## config.mk

```make
export PLATFORM = sky130hd
export DESIGN_NAME = cal_trim_loader_flat
export DESIGN_NICKNAME = d
export VERILOG_FILES = /design/src/logic/cal_rom_pkg.sv /design/src/logic/cal_rom_if.sv /design/src/logic/cal_trim_loader.sv /design/src/flat_wrapper.sv
export SDC_FILE = /design/constraint.sdc
export NUM_CORES = 1
export LEC_CHECK = 0
export BUFFER_PORTS_ARGS = -buffer_cell sky130_fd_sc_hd__buf_2
export CORE_MARGIN = 1
export CORE_UTILIZATION = 30
export DETAILED_ROUTE_END_ITERATION = 6
export MAX_ROUTING_LAYER = met4
export PLACE_DENSITY_LB_ADDON = 0.15
export SLEW_MARGIN = 30
export SYNTH_ARGS = -nofsm -noshare
export SYNTH_HDL_FRONTEND = slang
export SYNTH_SLANG_ARGS = --single-unit
```

## constraint.sdc

```tcl
create_clock -name clk -period 1.8 [get_ports clk]
set_clock_uncertainty 0.1 [all_clocks]
set_input_delay 0.18 -clock clk [delete_from_list [all_inputs] [get_ports clk]]
set_output_delay 0.18 -clock clk [all_outputs]
set_load 0.02 [all_outputs]
```

## src/logic/cal_rom_pkg.sv

```systemverilog
// Package: address map, field layout and defaults of the factory calibration store.
// Assumes 14-bit program-memory words and byte-free word addressing.
package cal_rom_pkg;

	localparam int          ADDR_W   = 14;
	localparam int          WORD_W   = 14;
	localparam int          NUM_WORDS = 16;

	localparam logic [13:0] CAL_BASE = 14'h2080;
	localparam logic [13:0] CAL_LAST = 14'h208F;

	localparam logic [13:0] AMP_OFFSET_INTERNAL_FB_WORD     = 14'h2080;
	localparam logic [13:0] DESAT_AND_RESISTOR_TRIM_WORD    = 14'h2081;
	localparam logic [13:0] REFERENCE_AND_BANDGAP_TRIM_WORD = 14'h2082;
	localparam logic [13:0] OVERTEMP_THRESHOLD_TRIM_WORD    = 14'h2083;
	localparam logic [13:0] TEMP_SENSOR_REFERENCE_WORD      = 14'h2084;
	localparam logic [13:0] OSCILLATOR_TRIM_WORD            = 14'h2085;
	localparam logic [13:0] AMP_OFFSET_EXTERNAL_OUT_WORD    = 14'h2086;

	// Implemented-bit masks per word
	localparam logic [13:0] MASK_W1 = 14'h007F;
	localparam logic [13:0] MASK_W2 = 14'h1F3F;
	localparam logic [13:0] MASK_W3 = 14'h3F0F;
	localparam logic [13:0] MASK_W4 = 14'h000F;
	localparam logic [13:0] MASK_W5 = 14'h03FF;
	localparam logic [13:0] MASK_W6 = 14'h007F;
	localparam logic [13:0] MASK_W7 = 14'h007F;

	// Field positions
	localparam int DESAT_LSB   = 8;
	localparam int DESAT_W     = 5;
	localparam int FB_RES_LSB  = 0;
	localparam int FB_RES_W    = 6;
	localparam int VREF_LSB    = 8;
	localparam int VREF_W      = 6;
	localparam int BG_LSB      = 0;
	localparam int BG_W        = 4;
	localparam int OT_W        = 4;
	localparam int AMP_W       = 7;
	localparam int OSC_W       = 7;
	localparam int FB_SEL_BIT  = 5;

	// Unprogrammed flash reads all ones; masking leaves implemented bits at one
	localparam logic [13:0] ERASED_WORD = 14'h3FFF;

	// Mode register value after reset
	localparam logic [7:0]  MODE_RESET  = 8'h00;

	// Trim loader index after reset
	localparam logic [3:0]  LOAD_IDX_RESET = 4'h0;

endpackage // cal_rom_pkg

```

## src/logic/cal_rom_if.sv

```systemverilog
// Interface: program-memory read and write path between firmware and calibration store.
// Assumes one clock shared by both ends.
interface cal_rom_if (
	input wire logic clk
);
	logic [13:0] addr;
	logic        rd;
	logic        wr;
	logic [13:0] wdata;
	logic [13:0] rdata;

	modport dev (
		input  addr,
		input  rd,
		input  wr,
		input  wdata,
		output rdata
	);

	modport fw (
		output addr,
		output rd,
		output wr,
		output wdata,
		input  rdata
	);
endinterface // cal_rom_if

```

## src/logic/cal_trim_loader.sv

```systemverilog
// Firmware end: on start, reads calibration words and loads the trim registers.
// Assumes the device answers a read with data one cycle later.
module cal_trim_loader (
	input  wire logic       clk,
	input  wire logic       resetn,
	cal_rom_if.fw           bus,
	input  wire logic       start,
	input  wire logic       mode_wr,
	input  wire logic [7:0] mode_wdata,
	input  wire logic       desat_user_en,
	input  wire logic [4:0] desat_user_val,
	output logic      [7:0] mode_and_feedback_register,
	output logic      [6:0] amp_offset_cal_register,
	output logic      [4:0] desat_offset_cal_register,
	output logic      [5:0] feedback_resistor_cal_register,
	output logic      [5:0] reference_buffer_cal_register,
	output logic      [3:0] bandgap_cal_register,
	output logic      [3:0] overtemp_threshold_cal_register,
	output logic      [6:0] oscillator_cal_register,
	output logic      [9:0] temp_sensor_reference_reading,
	output logic            feedback_path_select,
	output logic            done
);
	typedef enum logic [1:0] {IDLE, ISSUE, CAPTURE, FINISH} load_st_t;

	typedef struct packed {
		load_st_t    st;
		logic [13:0] addr;
		logic        rd;
		logic [7:0]  mode;
		logic [6:0]  amp;
		logic [4:0]  desat;
		logic [5:0]  fb_res;
		logic [5:0]  vref;
		logic [3:0]  bg;
		logic [3:0]  ot;
		logic [6:0]  osc;
		logic [9:0]  temp;
		logic        done;
	} fw_state_t;

	fw_state_t q;
	fw_state_t d;

	always_comb begin
		d    = q;
		d.rd = 1'b0;
		if (mode_wr) begin
			d.mode = mode_wdata;
		end
		case (q.st)
			IDLE: begin
				if (start) begin
					d.st   = ISSUE;
					d.done = 1'b0;
					// Pick the offset word matching the active feedback path
					d.addr = d.mode[cal_rom_pkg::FB_SEL_BIT] ?
						cal_rom_pkg::AMP_OFFSET_EXTERNAL_OUT_WORD :
						cal_rom_pkg::AMP_OFFSET_INTERNAL_FB_WORD;
				end
			end
			ISSUE: begin
				d.rd = 1'b1;
				d.st = CAPTURE;
			end
			CAPTURE: begin
				// Data for the read issued last cycle stands now
				if (!q.rd) begin
					case (q.addr)
						cal_rom_pkg::AMP_OFFSET_INTERNAL_FB_WORD,
						cal_rom_pkg::AMP_OFFSET_EXTERNAL_OUT_WORD: begin
							d.amp  = bus.rdata[6:0];
							d.addr = cal_rom_pkg::DESAT_AND_RESISTOR_TRIM_WORD;
						end
						cal_rom_pkg::DESAT_AND_RESISTOR_TRIM_WORD: begin
							d.desat = desat_user_en ? desat_user_val :
								bus.rdata[12:8];
							d.fb_res = bus.rdata[5:0];
							d.addr = cal_rom_pkg::REFERENCE_AND_BANDGAP_TRIM_WORD;
						end
						cal_rom_pkg::REFERENCE_AND_BANDGAP_TRIM_WORD: begin
							d.vref = bus.rdata[13:8];
							d.bg   = bus.rdata[3:0];
							d.addr = cal_rom_pkg::OVERTEMP_THRESHOLD_TRIM_WORD;
						end
						cal_rom_pkg::OVERTEMP_THRESHOLD_TRIM_WORD: begin
							d.ot   = bus.rdata[3:0];
							d.addr = cal_rom_pkg::TEMP_SENSOR_REFERENCE_WORD;
						end
						cal_rom_pkg::TEMP_SENSOR_REFERENCE_WORD: begin
							d.temp = bus.rdata[9:0];
							d.addr = cal_rom_pkg::OSCILLATOR_TRIM_WORD;
						end
						default: begin
							d.osc = bus.rdata[6:0];
						end
					endcase
					d.st = (q.addr == cal_rom_pkg::OSCILLATOR_TRIM_WORD) ? FINISH : ISSUE;
				end
			end
			FINISH: begin
				d.done = 1'b1;
				d.st   = IDLE;
			end
			default: d.st = IDLE;
		endcase
	end

	always_ff @(posedge clk or negedge resetn) begin
		if (!resetn) begin
			q      <= '0;
			q.st   <= IDLE;
			q.mode <= cal_rom_pkg::MODE_RESET;
			q.addr <= cal_rom_pkg::AMP_OFFSET_INTERNAL_FB_WORD;
		end else begin
			q <= d;
		end
	end

	assign bus.addr  = q.addr;
	assign bus.rd    = q.rd;
	assign bus.wr    = 1'b0;
	assign bus.wdata = 14'h0000;

	assign mode_and_feedback_register      = q.mode;
	assign amp_offset_cal_register         = q.amp;
	assign desat_offset_cal_register       = q.desat;
	assign feedback_resistor_cal_register  = q.fb_res;
	assign reference_buffer_cal_register   = q.vref;
	assign bandgap_cal_register            = q.bg;
	assign overtemp_threshold_cal_register = q.ot;
	assign oscillator_cal_register         = q.osc;
	assign temp_sensor_reference_reading   = q.temp;
	assign feedback_path_select            = q.mode[cal_rom_pkg::FB_SEL_BIT];
	assign done                            = q.done;
endmodule // cal_trim_loader

```

## src/flat_wrapper.sv

```systemverilog
// flat-port wrapper written by rule: the top's interface ports become plain ports
module cal_trim_loader_flat 
  (clk, resetn, start, mode_wr, mode_wdata, desat_user_en, desat_user_val, mode_and_feedback_register, amp_offset_cal_register, desat_offset_cal_register, feedback_resistor_cal_register, reference_buffer_cal_register, bandgap_cal_register, overtemp_threshold_cal_register, oscillator_cal_register, temp_sensor_reference_reading, feedback_path_select, done, bus_addr, bus_rd, bus_wr, bus_wdata, bus_rdata);
  cal_rom_if bus_i (.clk(clk));
  input  wire logic clk;
  input  wire logic resetn;
  input  wire logic start;
  input  wire logic mode_wr;
  input  wire logic [7:0] mode_wdata;
  input  wire logic desat_user_en;
  input  wire logic [4:0] desat_user_val;
  output logic      [7:0] mode_and_feedback_register;
  output logic      [6:0] amp_offset_cal_register;
  output logic      [4:0] desat_offset_cal_register;
  output logic      [5:0] feedback_resistor_cal_register;
  output logic      [5:0] reference_buffer_cal_register;
  output logic      [3:0] bandgap_cal_register;
  output logic      [3:0] overtemp_threshold_cal_register;
  output logic      [6:0] oscillator_cal_register;
  output logic      [9:0] temp_sensor_reference_reading;
  output logic feedback_path_select;
  output logic done;
  output wire logic [$bits(bus_i.addr)-1:0] bus_addr;
  output wire logic [$bits(bus_i.rd)-1:0] bus_rd;
  output wire logic [$bits(bus_i.wr)-1:0] bus_wr;
  output wire logic [$bits(bus_i.wdata)-1:0] bus_wdata;
  input wire logic [$bits(bus_i.rdata)-1:0] bus_rdata;
  assign bus_addr = bus_i.addr;
  assign bus_rd = bus_i.rd;
  assign bus_wr = bus_i.wr;
  assign bus_wdata = bus_i.wdata;
  assign bus_i.rdata = bus_rdata;
  cal_trim_loader u_core (.clk(clk), .resetn(resetn), .bus(bus_i), .start(start), .mode_wr(mode_wr), .mode_wdata(mode_wdata), .desat_user_en(desat_user_en), .desat_user_val(desat_user_val), .mode_and_feedback_register(mode_and_feedback_register), .amp_offset_cal_register(amp_offset_cal_register), .desat_offset_cal_register(desat_offset_cal_register), .feedback_resistor_cal_register(feedback_resistor_cal_register), .reference_buffer_cal_register(reference_buffer_cal_register), .bandgap_cal_register(bandgap_cal_register), .overtemp_threshold_cal_register(overtemp_threshold_cal_register), .oscillator_cal_register(oscillator_cal_register), .temp_sensor_reference_reading(temp_sensor_reference_reading), .feedback_path_select(feedback_path_select), .done(done));
endmodule
```

==> results of run 1 <==
## metal layers
metal  track usage, %  vias up  routed length (µm)
li1                 -      880                   -
met1            15.51      935                2899
met2            19.28       82                2935
met3            4.638        7                 447
met4            3.571        0                  71
met5                -        -                   0
## report_power, final
group,total [µW],switching [µW],internal (µW)
clock,1190,559,632
sequential,2460,378,2090
combinational,2780,1590,1190
## flip-flops by register name, indices dropped and copies added (netlist names)
register / count
u_core.done: 1
u_core.oscillator_cal_register: 7
u_core.bus.rd: 1
u_core.feedback_resistor_cal_register: 6
u_core.bus.addr: 3
u_core.overtemp_threshold_cal_register: 4
u_core.bandgap_cal_register: 4
u_core.amp_offset_cal_register: 7
u_core.desat_offset_cal_register: 5
u_core.reference_buffer_cal_register: 6
u_core.q: 2
u_core.mode_and_feedback_register: 8
u_core.temp_sensor_reference_reading: 10
## stage by stage
| step | power (µW) | instances | worst slack, ps | hold WS (ps) |
|---|---|---|---|---|
| after floorplan | 5118 | 276 | 182.4 | -215.6 |
| after global placement | 5270 | 429 | 183.2 | 56.67 |
| after detailed placement | 5293 | 429 | 156.1 | 57.53 |
| after CTS | 6561 | 460 | 134.8 | 10.04 |
| after global routing | 6849 | 460 | 25.75 | 12.97 |
| final | 6433 | 460 | 146.2 | 21.71 |
## timing repair
| item | 4_1_cts | 5_1_grt |
|---|---|---|
| hold buffers | 15 | 0 |
| endpoints found under the hold margin | 32 | 0 |
| gates resized for setup | 0 | 0 |
| buffers inserted | 0 | 0 |
## worst max-delay path: stages, from the launching register on
cell,delay [ps]
dfrtp_1,500
nor4b_4,360
nand3_2,100
buf_4,200
mux2_2,270
## layout make-up
cell class	instances	area, µm²
Clock buffer	10	127.6
Clock inverter	6	60.06
Fill cell	1057	6611
Inverter	3	11.26
Multi-Input combinational cell	119	1032
Sequential cell	64	1602
Tap cell	136	170.2
Timing Repair Buffer	122	755.7
## path summary, 6_finish.rpt
| path | start | end | slack [ps] | cells after the start |
|---|---|---|---|---|
| worst min register to register | u_core.temp_sensor_reference_reading[9] | u_core.temp_sensor_reference_reading[9] | 400 | 1 |
| min in group asynchronous | resetn | u_core.oscillator_cal_register[6] | 220 | 2 |
| worst max register to register | u_core.q[74] | u_core.reference_buffer_cal_register[4] | 150 | 4 |
| worst max-delay path | u_core.q[74] | u_core.reference_buffer_cal_register[4] | 150 | 4 |
| max in group asynchronous | resetn | u_core.overtemp_threshold_cal_register[3] | 860 | 3 |
| worst min-delay path | mode_wdata[5] | u_core.mode_and_feedback_register[5] | 20 | 3 |
## synthesized netlist by cell type
master,n
o2bb2ai_1,1
nor2_1,4
nand3_2,2
nor4b_4,1
nand4_1,2
buf_4,87
o21ai_0,1
a21oi_1,4
nand2b_1,3
nor2b_1,1
o211ai_1,1
a221oi_1,1
inv_1,3
mux2_2,62
clkbuf_2,1
dfrtp_1,64
o2111ai_1,1
buf_2,2
nand4b_1,1
mux2i_1,1
and2b_1,1
conb_1,2
o21bai_1,1
nor3b_4,1
nand2_2,1
xnor2_1,1
and2_1,1
or4_1,1
## kinds of logic after synthesis
group / after synthesis
buf+inv: 93
simple gates: 19
compound gates: 10
mux: 63
xor+xnor: 1
other cells: 2
flops: 64
==> flow_summary.toml, run 1 <==
[detailed_routing]
post_drt_wl_per_cell_um = 13.81
via_per_inst = 4.139
drt_iter0_markers = 27
postRouteAntennaNets = 0
vias = 1904
route.detailed.drc = 0
routed_wl_mm = 6.353
dr.pass1.iters = 4

[timing]
hold_viol = 0
fin_tns_setup_ps = 0
fin_crit_ps = 1654
setup_viol = 0
clock.fmax_ghz = 0.6047
fin_crit_sh_pct = 91.88
slew_viol_final = 0
rsz0062_at_grt = "no"

[worst_setup_path]
start_kind = "register"
critPathArrivalTime_ps = 1770
crit_required_ps = 1920
end_kind = "register"
crit_fanout = 10
critPathKind = "register to register"

[finish]
fin_nets = 351
stdcell_area_mm2 = 0.003759
antennaDiodeCount = 0
fin_util_pct = 36.25
drive_gt1_share_pct = 58.33
final_common_cell = "buf_2"
area_growth_pct = 16.61
layout_common_cells = "buf_2 (94), dfrtp_1 (64), mux2_2 (62)"

[grt]
antenna_found_initial = 0
track_usage_pct = 12.57
grt_max_degree = 29
grt_pass1_wl_mm = 10.20
gr-total-overflow = 0
grt_pass1_vias = 1896

[placement]
portBuffers = 94
place_congestion = 0.7345
post-dp-hpwl_mm = 4.652
dpl-instance-area_mm2 = 0.003421

[synthesis]
synth_top_area_share_pct = 49.69
synth_compound_area_share_pct = 2.057
netlist_area_mm2 = 0.003223
ys_seq_area_share_pct = 49.69
synth_top_area_cell = "dfrtp_1"
synth_fa_ha_area_share_pct = 0
synth-xor-area-share_pct = 0.2717
ys_ff_latch = 64
synth_cell_types = 28
synthMuxAreaShare_pct = 21.97
syn_area_per_cell_um2 = 12.79
netlist_top_cells_area = "dfrtp_1 (50%), mux2_2 (22%), buf_4 (20%)"
synth_top_family_by_area = "multiplexers"
synth_simple_gate_area_share_pct = 4.697
postSynthCellCount = 252
yosysWarnings = 0

[pwr]
vdd.ir_drop.worst_v = 0.0005360
leakage_uw = 0.001775
power-per-cell-area_mw_per_mm2 = 1712

[cts]
htree_levels = 3
clk_latency_ps = 330
cts_tree = "yes"
cts_buffers = 9
cts.reportedPaths.clkPinSlew_ps = 70
cts-root-buf = "clkbuf_8"
ctsLongestPathBuffers = 2
cts.sinks = 64

[floorplan]
coreArea_mm2 = 0.01037
rows = 37
start_util_pct = 31.08
fp.dieW_um = 105.7
io_pins = 121
die-area_mm2 = 0.01116
die_h_um = 105.7

[flow_run]
maxCapViolCount = 0

[status]
status = "finished, final reports clean"

[hold_path]
hp-class = "input port to register"
Power figures use the tool's default switching activity.
==> inputs of run 2 (changes only) <==
--- a/config.mk
+++ b/config.mk
@@ -7,7 +7,7 @@
 export LEC_CHECK = 0
 export BUFFER_PORTS_ARGS = -buffer_cell sky130_fd_sc_hd__buf_2
 export CORE_MARGIN = 1
-export CORE_UTILIZATION = 30
+export CORE_UTILIZATION = 35
 export DETAILED_ROUTE_END_ITERATION = 6
 export MAX_ROUTING_LAYER = met4
 export PLACE_DENSITY_LB_ADDON = 0.15
==> flow_summary.toml, run 2 (synthesis results as in run 1) <==
[finish]
drive_gt1_share_pct = 57.72
fin_nets = 351
num-fill-cells = 834
largest_reg_flops = 10
layout_common_cells = "buf_2 (94), dfrtp_1 (64), mux2_2 (62)"
antennaDiodeCount = 0
area_growth_pct = 16.85
final_common_cell = "buf_2"

[detailed_routing]
vias = 1892
postRouteAntennaNets = 0
via_per_inst = 4.380
dr.pass1.iters = 6
post_drt_wl_per_cell_um = 13.96
routed_wl_mm = 6.030
route.detailed.drc = 10
drt_iter0_markers = 34

[worst_setup_path]
worst_r2r_path_depth = 4
end_kind = "register"
endpoint = "u_core.temp_sensor_reference_reading[4]"
crit_required_ps = 1920
reg2reg_slack_ps = 130
critPathArrivalTime_ps = 1780
worstReg2RegEnd = "u_core.temp_sensor_reference_reading[4]"
reg2reg_from = "u_core.bus.addr[0]"
start_kind = "register"
worstSetupStartpoint = "u_core.bus.addr[0]"
critPathKind = "register to register"
crit_fanout = 6

[cts]
cts.reportedPaths.clkPinSlew_ps = 70
cts_buffers = 9
htree_levels = 3
cts-root-buf = "clkbuf_8"
ctsLongestPathBuffers = 2
cts_tree = "yes"
postCtsSetupBuffers = 0
cts.sinks = 64
clk_latency_ps = 330

[floorplan]
coreArea_mm2 = 0.008806
start_util_pct = 36.60
die_h_um = 97.96
rows = 34
fp.dieW_um = 97.96
die-area_mm2 = 0.009596
io_pins = 121

[placement]
post-dp-hpwl_mm = 4.209
place_congestion = 0.8206
portBuffers = 94

[hold_path]
hp-class = "input port to register"

[grt]
grt_pass1_wl_mm = 9.708
antenna_found_initial = 0
gr-total-overflow = 0
grt_max_degree = 65
grt_pass1_vias = 1875
track_usage_pct = 13.78

[timing]
slew_viol_final = 0
hold_viol = 0
fin_crit_ps = 1669
clock.fmax_ghz = 0.5991
setup_viol = 0
fin_crit_sh_pct = 92.73
fin_tns_setup_ps = 0
rsz0062_at_grt = "no"

[pwr]
finalPower_uw = 6672
vdd.ir_drop.worst_v = 0.0007237
leakage_uw = 0.001796
power-per-cell-area_mw_per_mm2 = 1772

[flow_run]
maxCapViolCount = 0

[status]
failed_checks = "DRC"
status = "complete, but fails checks"
run 2: changes by cell type in the layout (fill, tap and decap cells not counted), sizes merged:
cell	previous run	this run
clkinv	3	0
dlygate4sd3	15	16
clkbuf	10	14
clkinvlp	2	0
bufinv	1	2
buf	107	106
run 2: how the worst min path moves through the flow:
| stage | start | to | slack, ps | cells after the start |
|---|---|---|---|---|
| after floorplan | resetn | u_core.amp_offset_cal_register[0] | -220 | 0 |
| after global placement | resetn | u_core.desat_offset_cal_register[2] | 130 | 2 |
| after detailed placement | resetn | u_core.desat_offset_cal_register[2] | 130 | 2 |
| after CTS | bus_rdata[4] | u_core.temp_sensor_reference_reading[4] | 7 | 2 |
| after global routing | bus_rdata[4] | u_core.feedback_resistor_cal_register[4] | 20 | 2 |
| final | bus_rdata[5] | u_core.temp_sensor_reference_reading[5] | 20 | 2 |
run 2: worst max-delay path: stages, from the launching register on:
cell and delay (ps):
dfrtp_1 440, nor4b_4 420, nand3_2 130, buf_4 190, mux2_2 270
run 2: repair_timing:
item,in CTS,in global routing
endpoints found under the hold margin,82,0
setup endpoints to repair,0,10
hold buffers,16,0
gates resized for setup,0,1
run 2: final cells by class:
cell class / instances / area (µm²) / share of cell area, %
sequential: 64 / 1602 / 42.53
timing repair buffer: 122 / 745.7 / 19.80
clock inverter: 2 / 60.06 / 1.595
inverter: 3 / 11.26 / 0.2990
clock buffer: 14 / 172.7 / 4.585
tap: 108 / 135.1 / 3.588
multi-input combinational: 119 / 1040 / 27.61
run 2: through the flow:
stage	worst slack [ps]	area, µm²	hold WS (ps)	instances	utilization, %
after floorplan	182.4	3313	-215.6	276	-
after global placement	108.1	3366	127.0	400	38.22
after detailed placement	58.11	3366	126.4	400	38.22
after CTS	46.90	3759	6.610	432	42.68
after global routing	37.48	3766	18.26	432	42.77
final	130.9	3766	24.11	432	42.77
run 2: power breakdown:
part	switching, µW	internal (µW)
registers	375	2090
clock network	532	896
logic	1590	1190
total	2490	4180
run 2: per-layer routing:
layer,part of all wire (%),GRT usage [%]
met1,44,16.63
met2,47,20.31
met3,7.5,5.297
met4,1.6,6.294
met5,0,-
